--- src/ibs_params.svh ---
/*
  constants for the incoming bus sampler: register offsets, field positions,
  reset values and byte position counts.
  assumes inclusion by bare name from the sampler and framer ends.
*/
`ifndef IBS_PARAMS_SVH
`define IBS_PARAMS_SVH

// ==========================================================
// register offsets (byte addresses on the bus)
`define IBS_ADDR_CTRL 8'h00
`define IBS_ADDR_STAT 8'h04
`define IBS_ADDR_ERRS 8'h08

// ==========================================================
// control fields
`define IBS_CTRL_MARKER_EN 0
`define IBS_CTRL_POS_SEL 1
`define IBS_CTRL_INC_FP 2
`define IBS_CTRL_INC_PL 3
`define IBS_CTRL_ODD 4
`define IBS_CTRL_RESET 5'h00

// ==========================================================
// status fields
`define IBS_STAT_PARERR 0
`define IBS_STAT_MFSEEN 1

// ==========================================================
// byte positions counted in payload bytes after the first tributary's J1
`define IBS_POS_THIRD 10'h003
`define IBS_POS_H4 10'h1B3
`define IBS_POS_MAX 10'h3FF
`define IBS_H4_LAST_PHASE 2'h3

`endif

--- src/ibs_pkg.sv ---
/*
  shared types and the parity helper for the incoming bus sampler.
  assumes nothing of its surroundings.
*/
package ibs_pkg;

  // ==========================================================
  // framer end states
  typedef enum logic [1:0] {FR_EMPTY, FR_BYTE, FR_HI, FR_LO} ibs_fr_state_t;

  // ==========================================================
  // one received byte with its flags
  typedef struct packed {
    logic framePulse;
    logic payload;
    logic multiframe;
    logic parityError;
    logic [7:0] data;
  } ibs_word_t;

  // ==========================================================
  // parity line value for a beat
  function automatic logic ibs_parity(input logic [7:0] d, input logic fp, input logic pl,
                                      input logic incFp, input logic parity_include_payload, input logic odd);
    ibs_parity = (^d) ^ (incFp & fp) ^ (parity_include_payload & pl) ^ odd;
  endfunction

endpackage

--- src/ibs_if.sv ---
/*
  incoming tributary stream bus between the upstream framer and the sampler.
  assumes both ends share mclk; clkEn is the system or nibble clock enable.
*/
`timescale 1ns/100ps
`default_nettype none

interface ibs_if;
  logic widthSelect;
  logic clkEn;
  logic [7:0] data;
  logic framePulse;
  logic payloadActive;
  logic marker;
  logic parityLine;
  logic busReady;

  modport framer (
    output widthSelect, clkEn, data, framePulse, payloadActive, marker, parityLine,
    input busReady
  );
  modport sampler (
    input widthSelect, clkEn, data, framePulse, payloadActive, marker, parityLine,
    output busReady
  );
endinterface

`default_nettype wire

--- src/ibs_pair_buf.sv ---
/*
  two-entry buffer with valid and ready on both sides.
  assumes one clock and a synchronous active high reset.
*/
`timescale 1ns/100ps
`default_nettype none

module ibs_pair_buf #(
  parameter int W = 12
) (
  // clock and reset
  input wire logic mclk,
  input wire logic rst,
  // filling side
  input wire logic inValid,
  output logic inReady,
  input wire logic [W-1:0] inData,
  // draining side
  output logic outValid,
  input wire logic outReady,
  output logic [W-1:0] outData
);
  logic [W-1:0] mem [0:1];
  logic [W-1:0] next_mem [0:1];
  logic wrPtr, rdPtr, next_wrPtr, next_rdPtr;
  logic [1:0] count, next_count;
  logic push, pop;

  // ==========================================================
  // flags
  assign inReady = (count != 2'h2);
  assign outValid = (count != 2'h0);
  assign outData = mem[rdPtr];
  assign push = inValid & inReady;
  assign pop = outValid & outReady;

  // ==========================================================
  // next values
  always_comb begin
    next_mem[0] = mem[0];
    next_mem[1] = mem[1];
    next_wrPtr = wrPtr;
    next_rdPtr = rdPtr;
    next_count = count;
    if (push) begin
      next_mem[wrPtr] = inData;
      next_wrPtr = ~wrPtr;
    end
    if (pop) begin
      next_rdPtr = ~rdPtr;
    end
    case ({push, pop})
      2'b10: next_count = count + 2'h1;
      2'b01: next_count = count - 2'h1;
      default: next_count = count;
    endcase
  end

  always_ff @(posedge mclk) begin
    if (rst) begin
      mem[0] <= '0;
      mem[1] <= '0;
      wrPtr <= 1'b0;
      rdPtr <= 1'b0;
      count <= 2'h0;
    end else begin
      mem[0] <= next_mem[0];
      mem[1] <= next_mem[1];
      wrPtr <= next_wrPtr;
      rdPtr <= next_rdPtr;
      count <= next_count;
    end
  end
endmodule

`default_nettype wire

--- src/ibs_sampler.sv ---
/*
  incoming bus sampler: byte or nibble capture, parity check, multiframe
  detection, registers on classic wishbone, output through a two-entry buffer.
  assumes the framer pulses clkEn only while busReady is high.

  // Summary of operation
  // - marker input used only when enabled
  // - disabled marker: boundaries from H4 byte
  // - select bit picks H4 or third after J1
  // - marker accepted only at selected position
  // - byte mode samples marker every system beat
  // - nibble mode: marker in upper nibble slot
  // - byte mode parity over eight data bits
  // - nibble mode parity over low four bits
  // - include bits add frame pulse, payload
  // - sense bit high odd, low even
  // - parity line sampled per mode's clock
  // - byte mode bit 7 first, bit 0 last
  // - nibble mode upper nibble first, bit 3 leads
  // - nibble mode ignores upper four bits
  // - payload marks payload bytes or upper nibbles
  // - generated clock is nibble clock halved
*/
`timescale 1ns/100ps
`default_nettype none
`include "ibs_params.svh"

module ibs_sampler (
  // clock and reset
  input wire logic mclk,
  input wire logic rst,
  // bus
  ibs_if.sampler bus,
  // wishbone slave
  input wire logic wbCyc,
  input wire logic wbStb,
  input wire logic wbWe,
  input wire logic [7:0] wbAdr,
  input wire logic [3:0] wbSel,
  input wire logic [31:0] wbDatI,
  output logic [31:0] wbDatO,
  output logic wbAck,
  // received stream
  output logic outValid,
  input wire logic outReady,
  output logic [7:0] outData,
  output logic outFramePulse,
  output logic outPayload,
  output logic outMultiframe,
  output logic outParityError,
  // clocking
  output logic generatedSystemClock
);
  logic [4:0] ctrl, next_ctrl;
  logic [1:0] stat, next_stat;
  logic [15:0] errCount, next_errCount;
  logic ack, next_ack;
  logic [31:0] rdData, next_rdData;
  logic lowPending, next_lowPending;
  logic [3:0] hiNib, next_hiNib;
  logic hiFp, hiPl, hiMk, hiErr, next_hiFp, next_hiPl, next_hiMk, next_hiErr;
  logic [9:0] pos, next_pos;
  logic posValid, next_posValid;
  logic generated_system_clock, next_generated_system_clock;
  logic byteMode, beat, hiSlot, beatErr, byteDone, atThird, atH4, mfHit;
  logic [7:0] selData;
  logic beatFp, beatPl;
  ibs_pkg::ibs_word_t word, outWord;
  logic bufReady;
  logic wbReq, wbWr;

  // ==========================================================
  // beat capture
  assign byteMode = bus.widthSelect;
  assign beat = bus.clkEn;
  assign hiSlot = byteMode | ~lowPending | bus.framePulse;
  assign selData = byteMode ? bus.data : {4'h0, bus.data[3:0]};
  assign beatFp = hiSlot & bus.framePulse;
  assign beatPl = hiSlot & bus.payloadActive;
  assign beatErr = bus.parityLine != ibs_pkg::ibs_parity(selData, beatFp, beatPl,
      ctrl[`IBS_CTRL_INC_FP], ctrl[`IBS_CTRL_INC_PL], ctrl[`IBS_CTRL_ODD]);
  assign byteDone = beat & (byteMode | ~hiSlot);

  // ==========================================================
  // assembled byte
  always_comb begin
    word.data = byteMode ? bus.data : {hiNib, bus.data[3:0]};
    word.framePulse = byteMode ? bus.framePulse : hiFp;
    word.payload = byteMode ? bus.payloadActive : hiPl;
    word.parityError = byteMode ? beatErr : (hiErr | beatErr);
    word.multiframe = mfHit;
  end

  // ==========================================================
  // byte position and multiframe
  always_comb begin
    next_pos = pos;
    next_posValid = posValid;
    if (byteDone) begin
      if (word.framePulse & word.payload) begin
        next_pos = 10'h000;
        next_posValid = 1'b1;
      end else if (word.payload & posValid & (pos != `IBS_POS_MAX)) begin
        next_pos = pos + 10'h001;
      end
    end
    atThird = byteDone & word.payload & posValid & ~word.framePulse & (next_pos == `IBS_POS_THIRD);
    atH4 = byteDone & word.payload & posValid & ~word.framePulse & (next_pos == `IBS_POS_H4);
    if (ctrl[`IBS_CTRL_MARKER_EN]) begin
      mfHit = (byteMode ? bus.marker : hiMk) &
              (ctrl[`IBS_CTRL_POS_SEL] ? atH4 : atThird);
    end else begin
      mfHit = atH4 & (word.data[1:0] == `IBS_H4_LAST_PHASE);
    end
  end

  // ==========================================================
  // nibble holding and generated clock
  always_comb begin
    next_lowPending = lowPending;
    next_hiNib = hiNib;
    next_hiFp = hiFp;
    next_hiPl = hiPl;
    next_hiMk = hiMk;
    next_hiErr = hiErr;
    next_generated_system_clock = generated_system_clock;
    if (beat & ~byteMode) begin
      next_generated_system_clock = ~generated_system_clock;
      if (hiSlot) begin
        next_lowPending = 1'b1;
        next_hiNib = bus.data[3:0];
        next_hiFp = bus.framePulse;
        next_hiPl = bus.payloadActive;
        next_hiMk = bus.marker;
        next_hiErr = beatErr;
      end else begin
        next_lowPending = 1'b0;
      end
    end
    if (byteMode) begin
      next_lowPending = 1'b0;
    end
  end

  // ==========================================================
  // output buffer
  ibs_pair_buf #(.W(12)) outBuf (
    .mclk(mclk),
    .rst(rst),
    .inValid(byteDone),
    .inReady(bufReady),
    .inData(word),
    .outValid(outValid),
    .outReady(outReady),
    .outData(outWord)
  );
  assign bus.busReady = bufReady;
  assign outData = outWord.data;
  assign outFramePulse = outWord.framePulse;
  assign outPayload = outWord.payload;
  assign outMultiframe = outWord.multiframe;
  assign outParityError = outWord.parityError;
  assign generatedSystemClock = generated_system_clock;

  // ==========================================================
  // wishbone registers
  assign wbReq = wbCyc & wbStb & ~ack;
  assign wbWr = wbReq & wbWe & wbSel[0];
  assign wbAck = ack;
  assign wbDatO = rdData;

  always_comb begin
    next_ack = wbReq;
    next_ctrl = ctrl;
    next_stat = stat;
    next_errCount = errCount;
    next_rdData = 32'h0000_0000;
    if (wbWr & (wbAdr == `IBS_ADDR_CTRL)) begin
      next_ctrl = wbDatI[4:0];
    end
    if (wbWr & (wbAdr == `IBS_ADDR_STAT)) begin
      next_stat = stat & ~wbDatI[1:0];
    end
    if (wbWr & (wbAdr == `IBS_ADDR_ERRS)) begin
      next_errCount = 16'h0000;
    end
    if (beat & beatErr) begin
      next_stat[`IBS_STAT_PARERR] = 1'b1;
      if (next_errCount != 16'hFFFF) begin
        next_errCount = next_errCount + 16'h0001;
      end
    end
    if (byteDone & mfHit) begin
      next_stat[`IBS_STAT_MFSEEN] = 1'b1;
    end
    if (wbReq & ~wbWe) begin
      case (wbAdr)
        `IBS_ADDR_CTRL: next_rdData = {27'h0, ctrl};
        `IBS_ADDR_STAT: next_rdData = {30'h0, stat};
        `IBS_ADDR_ERRS: next_rdData = {16'h0, errCount};
        default: next_rdData = 32'h0000_0000;
      endcase
    end
  end

  always_ff @(posedge mclk) begin
    if (rst) begin
      ctrl <= `IBS_CTRL_RESET;
      stat <= 2'h0;
      errCount <= 16'h0000;
      ack <= 1'b0;
      rdData <= 32'h0000_0000;
      lowPending <= 1'b0;
      hiNib <= 4'h0;
      hiFp <= 1'b0;
      hiPl <= 1'b0;
      hiMk <= 1'b0;
      hiErr <= 1'b0;
      pos <= 10'h000;
      posValid <= 1'b0;
      generated_system_clock <= 1'b0;
    end else begin
      ctrl <= next_ctrl;
      stat <= next_stat;
      errCount <= next_errCount;
      ack <= next_ack;
      rdData <= next_rdData;
      lowPending <= next_lowPending;
      hiNib <= next_hiNib;
      hiFp <= next_hiFp;
      hiPl <= next_hiPl;
      hiMk <= next_hiMk;
      hiErr <= next_hiErr;
      pos <= next_pos;
      posValid <= next_posValid;
      generated_system_clock <= next_generated_system_clock;
    end
  end
endmodule

`default_nettype wire

--- src/flat_wrapper.sv ---
// flat-port wrapper written by rule: the top's interface ports become plain ports
module ibs_sampler_flat 
  (mclk, rst, wbCyc, wbStb, wbWe, wbAdr, wbSel, wbDatI, wbDatO, wbAck, outValid, outReady, outData, outFramePulse, outPayload, outMultiframe, outParityError, generatedSystemClock, bus_widthSelect, bus_clkEn, bus_data, bus_framePulse, bus_payloadActive, bus_marker, bus_parityLine, bus_busReady);
  ibs_if bus_i ();
  input wire logic mclk;
  input wire logic rst;
  input wire logic wbCyc;
  input wire logic wbStb;
  input wire logic wbWe;
  input wire logic [7:0] wbAdr;
  input wire logic [3:0] wbSel;
  input wire logic [31:0] wbDatI;
  output logic [31:0] wbDatO;
  output logic wbAck;
  output logic outValid;
  input wire logic outReady;
  output logic [7:0] outData;
  output logic outFramePulse;
  output logic outPayload;
  output logic outMultiframe;
  output logic outParityError;
  output logic generatedSystemClock;
  input wire logic [$bits(bus_i.widthSelect)-1:0] bus_widthSelect;
  input wire logic [$bits(bus_i.clkEn)-1:0] bus_clkEn;
  input wire logic [$bits(bus_i.data)-1:0] bus_data;
  input wire logic [$bits(bus_i.framePulse)-1:0] bus_framePulse;
  input wire logic [$bits(bus_i.payloadActive)-1:0] bus_payloadActive;
  input wire logic [$bits(bus_i.marker)-1:0] bus_marker;
  input wire logic [$bits(bus_i.parityLine)-1:0] bus_parityLine;
  output wire logic [$bits(bus_i.busReady)-1:0] bus_busReady;
  assign bus_i.widthSelect = bus_widthSelect;
  assign bus_i.clkEn = bus_clkEn;
  assign bus_i.data = bus_data;
  assign bus_i.framePulse = bus_framePulse;
  assign bus_i.payloadActive = bus_payloadActive;
  assign bus_i.marker = bus_marker;
  assign bus_i.parityLine = bus_parityLine;
  assign bus_busReady = bus_i.busReady;
  ibs_sampler u_core (.mclk(mclk), .rst(rst), .bus(bus_i), .wbCyc(wbCyc), .wbStb(wbStb), .wbWe(wbWe), .wbAdr(wbAdr), .wbSel(wbSel), .wbDatI(wbDatI), .wbDatO(wbDatO), .wbAck(wbAck), .outValid(outValid), .outReady(outReady), .outData(outData), .outFramePulse(outFramePulse), .outPayload(outPayload), .outMultiframe(outMultiframe), .outParityError(outParityError), .generatedSystemClock(generatedSystemClock));
endmodule
--- config.mk ---
export PLATFORM = sky130hd
export DESIGN_NAME = ibs_sampler_flat
export DESIGN_NICKNAME = d
export VERILOG_FILES = /design/src/ibs_pkg.sv /design/src/ibs_if.sv /design/src/ibs_pair_buf.sv /design/src/ibs_sampler.sv /design/src/flat_wrapper.sv
export VERILOG_INCLUDE_DIRS = /design/src
export SDC_FILE = /design/constraint.sdc
export NUM_CORES = 1
export LEC_CHECK = 0
export BUFFER_PORTS_ARGS = -buffer_cell sky130_fd_sc_hd__buf_4
export CORE_UTILIZATION = 45
export CTS_CLUSTER_SIZE = 12
export DETAILED_ROUTE_END_ITERATION = 10
export PLACE_DENSITY = 0.69
export SLEW_MARGIN = 5
export SYNTH_ARGS = -nofsm -noshare
export SYNTH_HDL_FRONTEND = slang
export SYNTH_HIERARCHICAL = 1
export SYNTH_SLANG_ARGS = --single-unit
--- constraint.sdc ---
create_clock -name mclk -period 3.56 [get_ports mclk]
set_input_delay 0.356 -clock mclk [delete_from_list [all_inputs] [get_ports mclk]]
set_output_delay 0.356 -clock mclk [all_outputs]
set_load 0.01 [all_outputs]
==> results of run 1 <==
[through the flow]
step	total power [mW]	area, µm²	worst slack, ns	instances
floorplan	1.39	4550	0.512	522
global placement	1.50	5000	0.301	687
detailed placement	1.50	5000	0.237	687
CTS	2.38	5260	0.604	701
global route	2.46	5260	0.426	701
finish	2.36	5260	0.598	701
[power by group through the flow]
stage | combinational [mW] | sequential [mW] | clock (mW)
final | 0.382 | 1.10 | 0.878
after global routing | 0.421 | 1.11 | 0.932
after CTS | 0.383 | 1.10 | 0.896
after detailed placement | 0.380 | 1.12 | 0
after global placement | 0.374 | 1.12 | 0
after floorplan | 0.284 | 1.10 | 0
[metal layers]
metal	routed length, µm	vias to the layer above	track usage	part of all wire
li1	-	1803	-	-
met1	4390	1670	0.235	0.46
met2	4860	63	0.343	0.51
met3	313	2	0.0369	0.033
met4	37	0	0.0396	0.0039
met5	0	-	0	0
[cell type report]
cell class / instances / area [µm²] / share of cell area
Multi-Input combinational cell: 376 / 2450 / 0.466
Clock buffer: 9 / 124 / 0.0236
Sequential cell: 90 / 1800 / 0.343
Timing Repair Buffer: 68 / 510 / 0.0971
Tap cell: 133 / 166 / 0.0317
Clock inverter: 5 / 129 / 0.0245
Inverter: 20 / 75.1 / 0.0143
[logic make-up (layout without fill, tap and decap cells)]
| family | count (synthesis) | in the layout |
|---|---|---|
| buf+inv | 56 | 102 |
| xor+xnor | 31 | 31 |
| simple gates | 211 | 211 |
| compound gates | 65 | 65 |
| flops | 90 | 90 |
| other cells | 1 | 16 |
| mux | 49 | 49 |
| fa+ha+maj | 4 | 4 |
[worst max-delay path, stage by stage (launching register included)]
cell	delay [ns]
dfxtp_1	0.40
ha_1	0.25
and4_1	0.24
o21ai_0	0.20
or4_1	0.53
nand2_1	0.10
nor4b_1	0.28
a31oi_1	0.12
nor4b_1	0.48
nand2b_1	0.14
o21ai_0	0.17
[state kept, by name, indices dropped and copies added (netlist names), named ones only]
signal and flops:
u_core/hiErr 1, u_core/errCount 16, u_core/hiFp 1, u_core/wbAck 1
u_core/outBuf/count 2, u_core/stat 2, u_core/outBuf/rdPtr 1, u_core/outBuf/wrPtr 1
u_core/pos 10, u_core/posValid 1, u_core/wbDatO 16, u_core/hiMk 1
u_core/generatedSystemClock 1, u_core/ctrl 5, u_core/hiPl 1, u_core/outBuf/mem 24
u_core/hiNib 4, u_core/lowPending 1
[synthesized netlist by cell type (6+ instances only)]
master    instances  share of area
nor3_1           21          0.023
nand4_1           6         0.0084
o21ai_0          36          0.040
nor2b_1          15          0.021
nand2_1          22          0.018
xnor2_1          20          0.039
and2_1           10          0.014
nand2b_1         28          0.039
xor2_1           10          0.019
nand3_1           9          0.010
buf_4            16          0.027
inv_1            19          0.016
a21oi_1          14          0.016
dfxtp_1          90           0.40
mux2_2           17          0.043
clkbuf_1         12          0.010
mux2i_1          31          0.069
nor2_1           63          0.053
[path summary, 6_finish.rpt]
path	end	slack, ns	depth (start not counted)
setup / recovery	u_core/outBuf/mem[0][9]	0.60	10
hold / removal	u_core/ctrl[4]	0.25	3
setup reg to reg	u_core/outBuf/mem[0][9]	0.60	10
hold reg to reg	u_core/outBuf/mem[1][8]	0.48	2
==> metrics.yaml, run 1 <==
run_status:
  status: "completed"
clock_network:
  ctsResizeCount: 0
  cts_root_buf: "clkbuf_8"
  numCtsBuffers: 9
  cts_tree: "done"
  clkSinkCount: 90
  clock_latency_ns: 0.34
  clkTransAtPathRegs_ns: 0.09
  postCtsSetupBuffers: 0
  clk_path_buf_depth: 2
  cts_hold_buf: 0
  cts_max_level: 3
floorplanning:
  die_w_um: 102
  io_pins: 112
  die_area_um2: 10400
  rows: 36
  core_um2: 9730
  die_h_um: 102
  start_util: 0.462
sta:
  finalCritPeriodShare: 0.832
  report.final.slew_viol_count: 0
  final_hold_viol_count: 0
  tightest_slew_ns: 0.782
  setup_tns_ns: 0
  rsz0062_at_grt: "no"
  fin_worst_skew_ns: 0.00771
  relSlewSlack: 0.477
  whs_ns: 0.249
  fin_crit_ns: 2.96
  fmax_mhz: 338
  setup_viol: 0
detailed_routing:
  ant_nets: 0
  drtIter0Drc: 159
  drc: 0
  wl_per_cell_um: 13.7
  vias: 3538
  drt_first_pass_iters: 4
  viasPerCell: 5.05
  drt-total-wl_um: 9590
yosys:
  ys_ff_latch: 90
  synthMuxAreaShare: 0.114
  yosysUniqueCellTypes: 62
  synth_top_family_by_area: "simple AND/OR/NAND/NOR gates"
  synthCells: 507
  synthAdderAreaFrac: 0.0111
  syn_area_um2: 4490
  synth_xor_area_frac: 0.0635
  synth_warnings: 6
  syn_area_per_cell_um2: 8.86
  synthSimpleGateAreaFrac: 0.261
  seq_area_frac_synth: 0.401
  postSynth.asyncResetShare: 0
  synth_ff_type: "dfxtp_1"
  synth-edff-count: 0
  synth_compound_area_frac: 0.0824
pwr:
  pwr-share-clk: 0.372
  p_seq_frac: 0.466
  p_leak_nw: 2.05
  max-vdd-ir-drop_uv: 250
  swShare: 0.252
  power.switching_mw: 0.595
  p_int_mw: 1.76
  combPwrFrac: 0.162
  power.density_nw_per_um2: 449
finish:
  nets: 633
  nFillCells: 925
  final_common_cell: "dfxtp_1"
  n_antenna_cell: 0
  final_cell_mix: "dfxtp_1 (90), buf_4 (68), nor2_1 (63)"
  area_growth_pct: 17.0
  drive_gt1_frac: 0.208
  final_core_util: 0.540
placement:
  gp_congestion: 0.821
  post-dp-hpwl_um: 6990
  io_buffers: 65
run:
  drv_cap: 0
setup_path:
  critPathLaunch: "u_core/pos[0]"
  critical_path_class: "reg2reg"
  cp.arrival_ns: 3.23
  timing.rr.start: "u_core/pos[0]"
  cp-end-kind: "flip-flop"
  critPathRequiredTime_ns: 3.83
  crit_path_start_kind: "flip-flop"
  crit_fanout: 4
global_route:
  antenna_found_initial: 0
  first_global_vias: 3383
  grt_pass1_wl_um: 15600
  grt_overflow: 0
  grt_max_degree: 73
  grt_use_total: 0.190
min_path:
  hold_path_class: "in2reg"
  min-delay-start: "wbDatI[4]"
No activity file was read; power rests on OpenSTA's default activity.
==> run 2, diff against run 1 <==
--- a/config.mk
+++ b/config.mk
@@ -6,11 +6,12 @@
 export SDC_FILE = /design/constraint.sdc
 export NUM_CORES = 1
 export LEC_CHECK = 0
+export ABC_AREA = 1
 export BUFFER_PORTS_ARGS = -buffer_cell sky130_fd_sc_hd__buf_4
 export CORE_UTILIZATION = 45
 export CTS_CLUSTER_SIZE = 12
 export DETAILED_ROUTE_END_ITERATION = 10
-export PLACE_DENSITY = 0.69
+export PLACE_DENSITY = 0.71
 export SLEW_MARGIN = 5
 export SYNTH_ARGS = -nofsm -noshare
 export SYNTH_HDL_FRONTEND = slang
==> constraint.sdc (replaced) <==
create_clock -name mclk -period 2.64 [get_ports mclk]
set_input_delay 0.264 -clock mclk [delete_from_list [all_inputs] [get_ports mclk]]
set_output_delay 0.264 -clock mclk [all_outputs]
set_load 0.01 [all_outputs]
==> metrics.yaml, run 2 <==
setup_path:
  r2r_slack_ns: 0.32  # -0.28 ns
  critPathRequiredTime_ns: 2.92  # -0.91 ns
  cp-end-kind: "flip-flop"
  crit_fanout: 7  # +3
  crit_path_start_kind: "flip-flop"
  critical_path_class: "reg2reg"
  cpPeakStageDelay_ns: 0.32  # -0.21 ns
  worstRegToRegCells: 14  # +4
  timing.rr.end: "u_core/errCount[11]"
  crit_family: "simple AND/OR/NAND/NOR gates"
  cp_slowest_cell: "dfxtp_1"
  crit_top_cell: "nand2_1"
  cp.arrival_ns: 2.60  # -0.63 ns
  path_cells: "nand3b_1 -> nor2_4 -> nand2_4 -> inv_1 -> nor2_1 -> ha_1 -> nand2_1 -> nor2_1 -> nand2_1 -> nor2_2 -> nand3_1 -> nand3_1 -> nand2_1 -> a21oi_1"
  critPathBufInv: 1  # +1
  timing.rr.start: "u_core/wbAck"
yosys:
  postSynth.asyncResetShare: 0  # unchanged
  yosysUniqueCellTypes: 42  # -32%
  synthAdderAreaFrac: 0.00977  # -0.00137
  yosysMostFrequentCell: "nand2_1"
  synth-edff-count: 0  # unchanged
  synthMuxAreaShare: 0  # -0.114
  syn_area_per_cell_um2: 6.53  # -26%
  synth_compound_area_frac: 0.0750  # -0.00748
  synthCells: 785  # +55%
  synth_top_area_frac: 0.352  # -0.0494
  seq_area_frac_synth: 0.352  # -0.0494
  synth_top_family_by_area: "simple AND/OR/NAND/NOR gates"
  synth_ff_type: "dfxtp_1"
  synth_warnings: 6  # unchanged
  synthSimpleGateAreaFrac: 0.396  # +0.135
  synth_area_leaders: "dfxtp_1 (35%), nand2_1 (13%), inv_1 (8.9%)"
  syn_area_um2: 5120  # +14%
  netlist.top_cell.by_area: "dfxtp_1"
  yosys-top-cells-count: "nand2_1 (182), inv_1 (121), nor2_1 (110)"
  ys_ff_latch: 90  # unchanged
  synth_xor_area_frac: 0.0100  # -0.0535
detailed_routing:
  viasPerCell: 4.79  # -5.1%
  wl_per_cell_um: 11.7  # -15%
  drtIter0Drc: 292  # +84%
  ant_nets: 0  # unchanged
  drt-total-wl_um: 11500  # +20%
  drc: 0  # unchanged
  vias: 4717  # +33%
  drt_first_pass_iters: 5  # +1
sta:
  finalCritPeriodShare: 0.879  # +0.0468
  relSlewSlack: 0.485  # +0.00835
  tightest_slew_ns: 0.766  # -0.0162 ns
  final_hold_viol_count: 0  # unchanged
  rsz0062_at_grt: "no"
  setup_viol: 0  # unchanged
  fmax_mhz: 431  # +28%
  fin_worst_skew_ns: 0.00761  # -0.000104 ns
  setup_tns_ns: 0  # unchanged
  fin_crit_ns: 2.32  # -0.642 ns
  report.final.slew_viol_count: 0  # unchanged
clock_network:
  clk_path_buf_depth: 2  # unchanged
  clkTransAtPathRegs_ns: 0.07  # -0.02 ns
  clkSinkCount: 90  # unchanged
  ctsResizeCount: 0  # unchanged
  clock_latency_ns: 0.35  # about the same
  cts_hold_buf: 0  # unchanged
  cts_max_level: 3  # unchanged
  postCtsSetupBuffers: 0  # unchanged
  cts_tree: "done"
  cts_root_buf: "clkbuf_16"
  numCtsBuffers: 9  # unchanged
finish:
  top_register: "u_core/outBuf/mem"
  n_antenna_cell: 0  # unchanged
  multiInputGateArea_um2: 2570  # +5.0%
  area_growth_pct: 14.8
  largest_register_ffs: 24  # unchanged
  final_common_cell: "nand2_1"
  regArea_um2: 1800  # unchanged
  nFillCells: 1105  # +19%
  nets: 908  # +43%
  final_cell_mix: "nand2_1 (182), inv_1 (121), nor2_1 (110)"
  drive_gt1_frac: 0.157  # -0.0504
floorplanning:
  die_h_um: 109  # +6.7%
  start_util: 0.467  # +0.00482
  die_w_um: 109  # +6.7%
  core_um2: 11000  # +13%
  rows: 38  # +5.6%
  die_area_um2: 11800  # +14%
  io_pins: 112  # unchanged
run:
  drv_cap: 0  # unchanged
global_route:
  first_global_vias: 4105  # +21%
  grt_pass1_wl_um: 19100  # +22%
  antenna_found_initial: 0  # unchanged
  grt_use_total: 0.207  # +0.0166
  grt_overflow: 0  # unchanged
  grt_max_degree: 30  # -59%
placement:
  post-dp-hpwl_um: 8540  # +22%
  io_buffers: 65  # unchanged
  gp_congestion: 0.870  # +6.0%
run_status:
  status: "completed"
min_path:
  hold_path_depth: 3  # unchanged
  whs_endpoint: "u_core/hiMk"
  min-delay-start: "bus_marker"
  hold_path_class: "in2reg"
pwr:
  p_leak_nw: 2.71  # +32%
  power.density_nw_per_um2: 546  # +22%
  power_mw: 3.21  # +36%
  max-vdd-ir-drop_uv: 346  # +38%
## run 2: changes by cell type after synthesis, moves of 19 or more
cell      before  now
nand4_1        6   36
nor2_1        63  110
inv_1         19  121
nand3_1        9   58
nand2_1       22  182
xnor2_1       20    1
nand2b_1      28    0
mux2i_1       31    0
## run 2: layer usage
metal  up-vias  wire length, µm  GRT usage  share of wire
met2        98             5220      0.337           0.45
met1      2066             5640      0.273           0.49
li1       2537                -          -              -
met4         0              157     0.0656          0.014
met3        16              493     0.0424          0.043
met5         -                0          0              0
## run 2: metrics by stage
| step | instances | cell area (µm²) | utilization | setup WS, ns | hold WS (ns) |
|---|---|---|---|---|---|
| after detailed placement | 969 | 5590 | 0.509 | 0.243 | 0.438 |
| after floorplan | 800 | 5180 | - | 0.364 | 0.333 |
| after CTS | 985 | 5880 | 0.536 | 0.311 | 0.162 |
| after global routing | 985 | 5880 | 0.536 | 0.0555 | 0.174 |
| final | 985 | 5880 | 0.536 | 0.320 | 0.168 |
| after global placement | 969 | 5590 | 0.509 | 0.263 | 0.436 |
## run 2: worst register-to-register path: stages (launching register included)
cell	delay, ns
dfxtp_1	0.32
nand3b_1	0.20
nor2_4	0.08
nand2_4	0.08
inv_1	0.05
nor2_1	0.15
ha_1	0.23
nand2_1	0.10
nor2_1	0.15
nand2_1	0.08
nor2_2	0.18
nand3_1	0.29
nand3_1	0.17
nand2_1	0.06
a21oi_1	0.13
## run 2: report_power, final
part	internal, mW	switching [mW]
registers	1.41	0.0455
logic	0.185	0.313
clock network	0.663	0.594
## run 2: cell type report
type	instances	share of cell area
Multi-Input combinational cell	534	0.437
Sequential cell	90	0.306
Timing Repair Buffer	73	0.0932
Inverter	132	0.0842
Clock buffer	9	0.0383
Tap cell	140	0.0298
Clock inverter	7	0.0108
## run 2: kinds of logic (layout without fill, tap and decap cells)
| family | count (synthesis) | count (layout) |
|---|---|---|
| AO/OA/AOI/OAI | 73 | 73 |
| XOR/XNOR | 5 | 5 |
| adder cells (fa/ha/maj) | 4 | 4 |
| buffers and inverters | 176 | 221 |
| flip-flops | 90 | 90 |
| other | 1 | 16 |
| AND/OR/NAND/NOR | 436 | 436 |
## run 2: worst max path at each step
stage / depth (start not counted) / end / start / slack (ns)
4_1_cts: 14 / u_core/errCount[11] / u_core/wbAck / 0.31
5_1_grt: 14 / u_core/errCount[4] / u_core/wbAck / 0.06
3_3_place_gp: 15 / u_core/outBuf/mem[0][9] / bus_widthSelect / 0.26
2_1_floorplan: 17 / u_core/errCount[2] / u_core/wbAck / 0.36
6_report: 14 / u_core/errCount[11] / u_core/wbAck / 0.32
3_5_place_dp: 15 / u_core/outBuf/mem[0][9] / bus_widthSelect / 0.24
